## src/rtl/pattern_output_pkg.sv

```systemverilog
// Constants and carrier types for the timing pattern output unit
package pattern_output_pkg;

  // ********************************
  // Register addresses
  // ********************************
  localparam logic [15:0] PATTERN_MODE_ADDR   = 16'hFFA0;
  localparam logic [15:0] TRIGGER_CTRL_ADDR   = 16'hFFA1;
  localparam logic [15:0] ENABLE_HI_ADDR      = 16'hFFA2;
  localparam logic [15:0] ENABLE_LO_ADDR      = 16'hFFA3;
  localparam logic [15:0] NEXT_HI_PRI_ADDR    = 16'hFFA4;
  localparam logic [15:0] NEXT_LO_PRI_ADDR    = 16'hFFA5;
  localparam logic [15:0] NEXT_HI_SEC_ADDR    = 16'hFFA6;
  localparam logic [15:0] NEXT_LO_SEC_ADDR    = 16'hFFA7;
  localparam logic [15:0] PORT_A_DIR_ADDR     = 16'hFFD1;
  localparam logic [15:0] PORT_A_DATA_ADDR    = 16'hFFD3;
  localparam logic [15:0] PORT_B_DIR_ADDR     = 16'hFFD4;
  localparam logic [15:0] PORT_B_DATA_ADDR    = 16'hFFD6;

  // ********************************
  // Reset and read values
  // ********************************
  localparam logic [7:0]  PATTERN_MODE_RST    = 8'hF0;
  localparam logic [7:0]  TRIGGER_CTRL_RST    = 8'hFF;
  localparam logic [7:0]  ZERO_RST            = 8'h00;
  localparam logic [7:0]  RESERVED_READ       = 8'hFF;
  localparam logic [7:0]  WRITE_ONLY_READ     = 8'h00;
  localparam logic [7:0]  UNMAPPED_READ       = 8'h00;
  localparam logic [7:0]  UPPER_NIBBLE        = 8'hF0;
  localparam logic [7:0]  LOWER_NIBBLE        = 8'h0F;

  // ********************************
  // Field layout
  // ********************************
  localparam int          GROUP_W             = 4;
  localparam int          PIN_GROUPS          = 3;
  localparam int          SEL_W               = 2;
  localparam int          TRIG_CH             = 4;

  // ********************************
  // Timing
  // ********************************
  localparam int          CLK_PERIOD_NS       = 8;
  localparam int          NOV_MARGIN_NS       = 80;
  localparam int          NOV_MARGIN_CYC      = (NOV_MARGIN_NS + CLK_PERIOD_NS - 1) / CLK_PERIOD_NS;
  localparam logic [3:0]  NOV_MARGIN_CNT      = 4'(NOV_MARGIN_CYC);
  localparam logic [3:0]  NOV_LAST_CNT        = 4'h1;

  // ********************************
  // Types
  // ********************************
  typedef struct packed {
    logic [15:0] addr;
    logic [7:0]  wdata;
    logic        wr;
    logic        rd;
  } cpu_req_t;

  typedef struct packed {
    logic [GROUP_W-1:0] clr;
    logic [GROUP_W-1:0] set;
  } group_upd_t;

  typedef enum logic [1:0] {
    ST_IDLE   = 2'b01,
    ST_MARGIN = 2'b10
  } nov_state_t;

endpackage : pattern_output_pkg

```

## src/rtl/timing_pattern_output.sv

```systemverilog
// Timing pattern output unit: register file, trigger selection and port data
//
// What this block does
// - Up to twelve pattern output bits, each enabled for pattern output separately.
// - Three four-bit groups on pins 0-3, 4-7, 8-11, running independently.
// - Each group's trigger is one of four timer compare-match channels.
// - Non-overlap mode inserts a margin between successive output changes.
// - Port direction registers are write-only, bit per pin, reset to zero.
// - Port A data bits enabled for pattern output ignore CPU writes.
// - Port B data bits 3-0 enabled for pattern output ignore CPU writes; bits 7-4 always take them.
// - Selected compare-match copies group 0/1 next data into port A data.
// - Next-data registers clear on reset and on hardware standby entry.
// - Next-data registers keep their contents through software standby.
// - Shared trigger for groups 0/1: one byte at FFA5, high nibble group 1.
// - Shared trigger for groups 0/1: FFA7 reads all ones, ignores writes.
// - Separate triggers: group 0 data at FFA7, group 1 at FFA5.
// - Shared trigger for groups 2/3: next data byte at FFA4.
// - Separate triggers for groups 2/3: group 2 data at FFA6.
// - Group 3 has no pins; its next data is storage only.
// - Mode register resets to F0, control register to FF; both read/write.
// - Disabled bits are not copied on a trigger; output stays unchanged.
// - Separate triggers 0/1: FFA5 low nibble and FFA7 high nibble read one.
`timescale 1ns/10ps
module timing_pattern_output
  import pattern_output_pkg::*;
(
  input  wire logic               clk,
  input  wire logic               nrst,
  input  wire logic               hw_standby,
  input  wire logic [TRIG_CH-1:0] cmp_match,
  input  wire cpu_req_t           req,
  output logic [7:0]              rdata,
  output logic [7:0]              pa_out,
  output logic [7:0]              pa_oe,
  output logic [7:0]              pb_out,
  output logic [7:0]              pb_oe
);

  // ********************************
  // Helpers
  // ********************************
  // Writable mask of a next-data address, primary or secondary
  function automatic logic [7:0] nd_mask(input logic same, input logic sec);
    logic [7:0] m;
    m = same ? (sec ? ZERO_RST : RESERVED_READ) : (sec ? LOWER_NIBBLE : UPPER_NIBBLE);
    return m;
  endfunction : nd_mask

  function automatic logic [7:0] merge(input logic [7:0] old, input logic [7:0] nw,
                                       input logic [7:0] m);
    logic [7:0] r;
    r = (old & ~m) | (nw & m);
    return r;
  endfunction : merge

  // ********************************
  // State
  // ********************************
  logic [7:0]       mode_r;
  logic [7:0]       ctrl_r;
  logic [7:0]       en_hi_r;
  logic [7:0]       en_lo_r;
  logic [7:0]       nd_hi_r;
  logic [7:0]       nd_lo_r;
  logic [7:0]       pa_dir_r;
  logic [7:0]       pb_dir_r;
  logic [7:0]       pa_data_r;
  logic [7:0]       pb_data_r;
  logic [7:0]       rdata_r;
  logic             stby_s1_r;
  logic             stby_s2_r;

  logic [7:0]       mode_nxt;
  logic [7:0]       ctrl_nxt;
  logic [7:0]       en_hi_nxt;
  logic [7:0]       en_lo_nxt;
  logic [7:0]       nd_hi_nxt;
  logic [7:0]       nd_lo_nxt;
  logic [7:0]       pa_dir_nxt;
  logic [7:0]       pb_dir_nxt;
  logic [7:0]       pa_data_nxt;
  logic [7:0]       pb_data_nxt;
  logic [7:0]       rdata_nxt;

  // ********************************
  // Decode
  // ********************************
  logic             wipe;
  logic             wr_mode;
  logic             wr_ctrl;
  logic             wr_en_hi;
  logic             wr_en_lo;
  logic             wr_hi_pri;
  logic             wr_lo_pri;
  logic             wr_hi_sec;
  logic             wr_lo_sec;
  logic             wr_pa_dir;
  logic             wr_pb_dir;
  logic             wr_pa_data;
  logic             wr_pb_data;
  logic             same_lo;
  logic             same_hi;
  logic [7:0]       m_lo_pri;
  logic [7:0]       m_lo_sec;
  logic [7:0]       m_hi_pri;
  logic [7:0]       m_hi_sec;
  logic [7:0]       pa_cpu;
  logic [7:0]       pb_cpu;
  logic [7:0]       pb_lock;
  logic [15:0]      en_all;
  logic [15:0]      nd_all;
  logic [PIN_GROUPS-1:0] gtrig;
  group_upd_t       upd [PIN_GROUPS];

  // Hardware standby acts like reset once synchronised
  assign wipe       = !nrst || stby_s2_r;

  assign wr_mode    = req.wr && (req.addr == PATTERN_MODE_ADDR);
  assign wr_ctrl    = req.wr && (req.addr == TRIGGER_CTRL_ADDR);
  assign wr_en_hi   = req.wr && (req.addr == ENABLE_HI_ADDR);
  assign wr_en_lo   = req.wr && (req.addr == ENABLE_LO_ADDR);
  assign wr_hi_pri  = req.wr && (req.addr == NEXT_HI_PRI_ADDR);
  assign wr_lo_pri  = req.wr && (req.addr == NEXT_LO_PRI_ADDR);
  assign wr_hi_sec  = req.wr && (req.addr == NEXT_HI_SEC_ADDR);
  assign wr_lo_sec  = req.wr && (req.addr == NEXT_LO_SEC_ADDR);
  assign wr_pa_dir  = req.wr && (req.addr == PORT_A_DIR_ADDR);
  assign wr_pb_dir  = req.wr && (req.addr == PORT_B_DIR_ADDR);
  assign wr_pa_data = req.wr && (req.addr == PORT_A_DATA_ADDR);
  assign wr_pb_data = req.wr && (req.addr == PORT_B_DATA_ADDR);

  // ********************************
  // Trigger selection
  // ********************************
  // Two select bits per group; group 3 uses the top field
  assign same_lo = (ctrl_r[1:0] == ctrl_r[3:2]);
  assign same_hi = (ctrl_r[5:4] == ctrl_r[7:6]);

  generate
    for (genvar g = 0; g < PIN_GROUPS; g++) begin : g_grp
      // Timer pulses share this clock, so no synchroniser
      assign gtrig[g] = cmp_match[ctrl_r[SEL_W*g +: SEL_W]];
      group_stage u_stage (
        .clk  (clk),
        .wipe (wipe),
        .trig (gtrig[g]),
        .nov  (mode_r[g]),
        .en   (en_all[GROUP_W*g +: GROUP_W]),
        .nd   (nd_all[GROUP_W*g +: GROUP_W]),
        .upd  (upd[g])
      );
    end
  endgenerate

  assign en_all = {en_hi_r, en_lo_r};
  assign nd_all = {nd_hi_r, nd_lo_r};

  // ********************************
  // Next-data addressing
  // ********************************
  assign m_lo_pri  = nd_mask(same_lo, 1'b0);
  assign m_lo_sec  = nd_mask(same_lo, 1'b1);
  assign m_hi_pri  = nd_mask(same_hi, 1'b0);
  assign m_hi_sec  = nd_mask(same_hi, 1'b1);

  // Reserved parts of each address drop the write
  assign nd_lo_nxt = wr_lo_pri ? merge(nd_lo_r, req.wdata, m_lo_pri) :
                     (wr_lo_sec ? merge(nd_lo_r, req.wdata, m_lo_sec) : nd_lo_r);
  assign nd_hi_nxt = wr_hi_pri ? merge(nd_hi_r, req.wdata, m_hi_pri) :
                     (wr_hi_sec ? merge(nd_hi_r, req.wdata, m_hi_sec) : nd_hi_r);

  // ********************************
  // Plain registers
  // ********************************
  assign mode_nxt   = wr_mode   ? req.wdata : mode_r;
  assign ctrl_nxt   = wr_ctrl   ? req.wdata : ctrl_r;
  assign en_hi_nxt  = wr_en_hi  ? req.wdata : en_hi_r;
  assign en_lo_nxt  = wr_en_lo  ? req.wdata : en_lo_r;
  assign pa_dir_nxt = wr_pa_dir ? req.wdata : pa_dir_r;
  assign pb_dir_nxt = wr_pb_dir ? req.wdata : pb_dir_r;

  // ********************************
  // Port data
  // ********************************
  // Enabled bits belong to the pattern logic, not the CPU
  assign pa_cpu  = wr_pa_data ? merge(pa_data_r, req.wdata, ~en_lo_r) : pa_data_r;
  // Group 3 has no pins, so port B bits 7-4 stay ordinary
  assign pb_lock = {4'h0, en_hi_r[3:0]};
  assign pb_cpu  = wr_pb_data ? merge(pb_data_r, req.wdata, ~pb_lock) : pb_data_r;

  // In direct mode the whole group lands on the edge that sees the trigger
  assign pa_data_nxt = (pa_cpu & ~{upd[1].clr, upd[0].clr})
                     | {upd[1].set, upd[0].set};
  assign pb_data_nxt = (pb_cpu & ~{4'h0, upd[2].clr})
                     | {4'h0, upd[2].set};

  // ********************************
  // Read path
  // ********************************
  // Direction registers are write-only and read back zero
  assign rdata_nxt =
    !req.rd                            ? rdata_r :
    (req.addr == PATTERN_MODE_ADDR)    ? mode_r :
    (req.addr == TRIGGER_CTRL_ADDR)    ? ctrl_r :
    (req.addr == ENABLE_HI_ADDR)       ? en_hi_r :
    (req.addr == ENABLE_LO_ADDR)       ? en_lo_r :
    (req.addr == NEXT_LO_PRI_ADDR)     ? ((nd_lo_r & m_lo_pri) | ~m_lo_pri) :
    (req.addr == NEXT_LO_SEC_ADDR)     ? ((nd_lo_r & m_lo_sec) | ~m_lo_sec) :
    (req.addr == NEXT_HI_PRI_ADDR)     ? ((nd_hi_r & m_hi_pri) | ~m_hi_pri) :
    (req.addr == NEXT_HI_SEC_ADDR)     ? ((nd_hi_r & m_hi_sec) | ~m_hi_sec) :
    (req.addr == PORT_A_DATA_ADDR)     ? pa_data_r :
    (req.addr == PORT_B_DATA_ADDR)     ? pb_data_r :
    (req.addr == PORT_A_DIR_ADDR)      ? WRITE_ONLY_READ :
    (req.addr == PORT_B_DIR_ADDR)      ? WRITE_ONLY_READ :
                                         UNMAPPED_READ;

  // ********************************
  // Flip-flops
  // ********************************
  always_ff @(posedge clk) begin
    stby_s1_r <= hw_standby;
    stby_s2_r <= stby_s1_r;
  end

  always_ff @(posedge clk) begin
    if (wipe) begin
      mode_r   <= PATTERN_MODE_RST;
      ctrl_r   <= TRIGGER_CTRL_RST;
      en_hi_r  <= ZERO_RST;
      en_lo_r  <= ZERO_RST;
      nd_hi_r  <= ZERO_RST;
      nd_lo_r  <= ZERO_RST;
      pa_dir_r <= ZERO_RST;
      pb_dir_r <= ZERO_RST;
    end else begin
      mode_r   <= mode_nxt;
      ctrl_r   <= ctrl_nxt;
      en_hi_r  <= en_hi_nxt;
      en_lo_r  <= en_lo_nxt;
      // Only reset and hardware standby clear these; no other standby does
      nd_hi_r  <= nd_hi_nxt;
      nd_lo_r  <= nd_lo_nxt;
      pa_dir_r <= pa_dir_nxt;
      pb_dir_r <= pb_dir_nxt;
    end
  end

  always_ff @(posedge clk) begin
    if (wipe) begin
      pa_data_r <= ZERO_RST;
      pb_data_r <= ZERO_RST;
      rdata_r   <= UNMAPPED_READ;
    end else begin
      pa_data_r <= pa_data_nxt;
      pb_data_r <= pb_data_nxt;
      rdata_r   <= rdata_nxt;
    end
  end

  // ********************************
  // Outputs
  // ********************************
  // Pins drive only where software set the direction bit
  assign rdata  = rdata_r;
  assign pa_out = pa_data_r;
  assign pa_oe  = pa_dir_r;
  assign pb_out = pb_data_r;
  assign pb_oe  = pb_dir_r;
endmodule : timing_pattern_output

```

## src/rtl/group_stage.sv

```systemverilog
// One four-bit output group: direct or non-overlapped update of its pins
`timescale 1ns/10ps
module group_stage
  import pattern_output_pkg::*;
(
  input  wire logic               clk,
  input  wire logic               wipe,
  input  wire logic               trig,
  input  wire logic               nov,
  input  wire logic [GROUP_W-1:0] en,
  input  wire logic [GROUP_W-1:0] nd,
  output group_upd_t              upd
);

  nov_state_t         state_r;
  nov_state_t         state_nxt;
  logic [3:0]         cnt_r;
  logic [3:0]         cnt_nxt;
  logic [GROUP_W-1:0] pend_r;
  logic [GROUP_W-1:0] pend_nxt;
  logic               margin_done;

  // Falling bits go at once, rising bits wait out the margin
  assign margin_done = (state_r == ST_MARGIN) && (cnt_r == NOV_LAST_CNT) && !trig;
  assign upd.clr     = trig ? (en & ~nd) : '0;
  assign upd.set     = (trig && !nov) ? (en & nd) :
                       (margin_done ? pend_r : '0);
  assign pend_nxt    = (trig && nov) ? (en & nd) : pend_r;
  // A retrigger inside the margin restarts it with the new data
  // A direct trigger drops any pending margin so stale data never lands later
  assign state_nxt   = trig ? (nov ? ST_MARGIN : ST_IDLE) : (margin_done ? ST_IDLE : state_r);
  assign cnt_nxt     = (trig && nov) ? NOV_MARGIN_CNT :
                       ((state_r == ST_MARGIN) ? cnt_r - 4'h1 : cnt_r);

  always_ff @(posedge clk) begin
    if (wipe) begin
      state_r <= ST_IDLE;
      cnt_r   <= 4'h0;
      pend_r  <= '0;
    end else begin
      state_r <= state_nxt;
      cnt_r   <= cnt_nxt;
      pend_r  <= pend_nxt;
    end
  end
endmodule : group_stage

```

## config.mk

```make
export PLATFORM = sky130hd
export DESIGN_NAME = timing_pattern_output
export DESIGN_NICKNAME = d
export VERILOG_FILES = /design/src/rtl/pattern_output_pkg.sv /design/src/rtl/timing_pattern_output.sv /design/src/rtl/group_stage.sv
export SDC_FILE = /design/constraint.sdc
export NUM_CORES = 1
export LEC_CHECK = 0
export ABC_AREA = 0
export BUFFER_PORTS_ARGS = -buffer_cell sky130_fd_sc_hd__buf_2
export CELL_PAD_IN_SITES_DETAIL_PLACEMENT = 2
export CELL_PAD_IN_SITES_GLOBAL_PLACEMENT = 2
export CORE_AREA = 10 10 138 140
export CTS_CLUSTER_SIZE = 16
export DETAILED_ROUTE_END_ITERATION = 8
export DIE_AREA = 0 0 148 150
export GPL_TIMING_DRIVEN = 0
export PLACE_DENSITY_LB_ADDON = 0.2
export SLEW_MARGIN = 20
export SYNTH_ARGS = -nofsm -noshare
export SYNTH_HDL_FRONTEND = slang
export SYNTH_SLANG_ARGS = --single-unit
```

## constraint.sdc

```tcl
create_clock -name clk -period 6.4 [get_ports clk]
set_input_delay 1.28 -clock clk [delete_from_list [all_inputs] [get_ports clk]]
set_output_delay 1.28 -clock clk [all_outputs]
set_load 0.03 [all_outputs]
```

==> reports/qor.csv <==
metric,value,unit
run status,"complete, no violations",
"Cell Chain, Critical Path","buf_2, and4_1, buf_2, and2_1, clkbuf_1, nor3b_2, buf_2, a2111oi_0, o22ai_1",
total number of vias,6199,
Crit path max-delay family,compound AO/OA/AOI/OAI gates,
Final HPWL DP,18.9,mm
"EDFF count, synth",0,
worst path buffer plus inverter count,4,
final setup vio count,0,
Post-Synth XOR/XNOR Area,2.32,%
Hold Buf Count CTS,0,
I/O Pins,73,
Arrival @ worst endpoint,3.57,ns
busiest grt layer,met2,
Area contributors post-synth,"dfxtp_1 40%, nand2_1 7.1%, mux2i_1 6.8%",
Final WS setup,3.10,ns
H-tree depth,4,
min Tclk post-route,3.30,ns
RSZ-0062 raised after global routing,no,
post-route antenna net violation count,0,
total negative slack,0,ns
cell area after synthesis,0.00604,mm2
"FFs w/ async S/R, synth",0,%
post-cts sizing count,0,
top cell type's share of synthesized area,39.8,%
largest net degree at the start of global routing,17,
Compound-Gate Fraction of Synth Area,17.3,%
Ant. Diodes,0,
Cell Pwr Density,254,mW/mm2
placement row count,47,
YS warnings,0,
worst slack at placement,2.73,ns
post-route clock period utilization,51.6,%
antenna violations before repair,0,
Max Fclk,303,MHz
Initial Util,37.0,%
"most common cell after layout, fill and taps aside",dfxtp_1,
leakage,2.45,nW
Syn-to-layout area delta,19.5,%
port buffer count,62,
initial DRC count,484,
Routed WL,26.4,mm
CTS tree,done,
CP max-delay cell,a2111oi_0,
Crit path required time,6.67,ns
drt pass-1 iters,5,
"Setup Fix Bufs, Post-CTS",0,
GPL Wtd Cong,0.896,
"Seq/Total Area, Yosys",39.8,%
Worst path max stage delay,0.76,ns
multiplexer area fraction after synthesis,7.35,%
DR vias/cell,6.00,
CP dominant cell by count,buf_2,
Mapped Avg Cell Area,8.40,um2
first-pass GRT wire length,40.9,mm
overall routing resource usage,23.8,%
"Slew Viols, Final",0,
leading area contributor after synthesis,dfxtp_1,
post-synthesis cell count,719,
Inserted Clock Buffers,17,
vias in the first global route,6896,
DRC Markers,0,
main combinational cell family by area after synthesis,simple AND/OR/NAND/NOR gates,
core area,0.0163,mm2
die width,148,um
worst slew pin tran,0.915,ns
Worst-path clk slew,0.05,ns
Synth Area in Simple Gates,27.9,%
Syn Nets,760,
Unique masters post-synth,69,
worst min path class,flip-flop to flip-flop,
worst vdd ir,0.184,mV
count of state elements after synthesis,120,
root buffer cell,clkbuf_16,
Final nets,841,
"commonest non-fill, non-tap cells in the layout","120 x dfxtp_1, 114 x nand2_1, 70 x buf_2",
clock latency on the worst-skew pair,0.43,ns
met3 global-route usage,4.20,%
Setup Skew,0.00787,ns
M2 GR Usage,41.0,%
Worst setup SP type,primary input,
kind of critical path,primary input to flip-flop,
adder-cell share of the synthesized area,1.66,%
GRT overflow,0,
Worst setup EP type,flip-flop,
Die Footprint,0.0222,mm2
ys flop type,dfxtp_1,
Die Y,150,um
Clock Sinks,120,
GR Layer Usage met1,29.6,%
"critical path fanouts, max",10,
Max-Cap Viols,0,
Slew HR,38.6,%
share of cells above drive strength 1,14.9,%
Clock Tree Buf Depth,2,
post-detailed-route wirelength per cell,25.5,um
final hold vios,0,
metal layers:
layer / routed length [um] / vias up / part of all wire (%)
met4: 627 / 0 / 2.4
li1: - / 2758 / -
met3: 1390 / 50 / 5.3
met2: 13000 / 203 / 49
met5: 0 / - / 0
met1: 11300 / 3188 / 43
final timing paths:
kind	startpoint	endpoint	slack, ns	cells after the start
setup reg to reg	ctrl_r[4]	rdata[2]	3.90	7
hold / removal	stby_s1_r	stby_s2_r	0.33	0
setup / recovery	req[21]	rdata[0]	3.10	9
hold reg to reg	stby_s1_r	stby_s2_r	0.33	0
flip-flops by register name, summed over array words and instances, names as in the netlist, 6 cells and up, named ones only:
signal                 flops
g_grp.u_stage.state_r      6
rdata                      8
en_hi_r                    8
mode_r                     8
pb_out                     8
g_grp.u_stage.cnt_r       12
pb_oe                      8
pa_oe                      8
ctrl_r                     8
en_lo_r                    8
g_grp.u_stage.pend_r      12
pa_out                     8
cell families (layout without fill, tap and decap cells):
family                   after synthesis  in the layout
flip-flops                           120            120
buffers and inverters                 54            148
AO/OA/AOI/OAI                        160            160
AND/OR/NAND/NOR                      317            317
XOR/XNOR                              16             16
adder cells (fa/ha/maj)                8              8
multiplexers                          44             44
worst register-to-register path, stage by stage (launching register included):
cell and delay (ns):
dfxtp_1 0.49, xor2_1 0.17, or2_1 0.26, clkbuf_1 0.20, o41ai_2 0.25, a21oi_1 0.10
a2111oi_1 0.71, o22ai_1 0.16
synthesized netlist by cell type (all sizes together) (2+ instances only):
cell and n:
or2 15, a22o 12, a221oi 6, mux2 3, nand2b 6, and4 2
nand4bb 2, a2111oi 2, nand4b 2, mux2i 41, nand4 10, nor4b 2
nor2 45, nand3 50, nand2 114, or3 2, a211o 2, clkbuf 32
o22ai 6, or4b 3, dfxtp 120, o21a 6, ha 8, nor3b 5
o21ai 20, nor3 25, xnor2 9, and2 4, buf 12, xor2 7
nor2b 16, nor4 9, o221ai 14, inv 10, o211ai 3, a31oi 17
a21oi 61, o41ai 3
per-stage QoR:
step           hold slack (ns)  utilization [%]  total power [mW]  instance area [um2]  cells
6_report                 0.327             44.2              1.83                 7220   1033
5_1_grt                  0.344             44.2              1.88                 7220   1033
4_1_cts                  0.329             44.2              1.84                 7220   1033
3_5_place_dp             0.316             40.5             0.856                 6630   1001
3_3_place_gp             0.316             40.5             0.853                 6630   1001
2_1_floorplan            0.310                -             0.812                 6040    719
area by class of cell:
class	instances	area, um2
fillers	1861	9130
clock buffers	25	475
well taps	220	275
flip-flops and latches	120	2400
repair buffers	62	310
multi-input cells	545	3410
inverters	10	37.5
plain buffers	44	190
clock inverters	7	116
where the power goes:
group | leakage, nW | switching (mW) | internal, mW
clock | 0.286 | 0.357 | 0.633
combinational | 1.19 | 0.0729 | 0.0215
sequential | 0.967 | 0.000224 | 0.748
total | 2.45 | 0.430 | 1.40
Note: power is estimated with default switching activity, not from simulation.
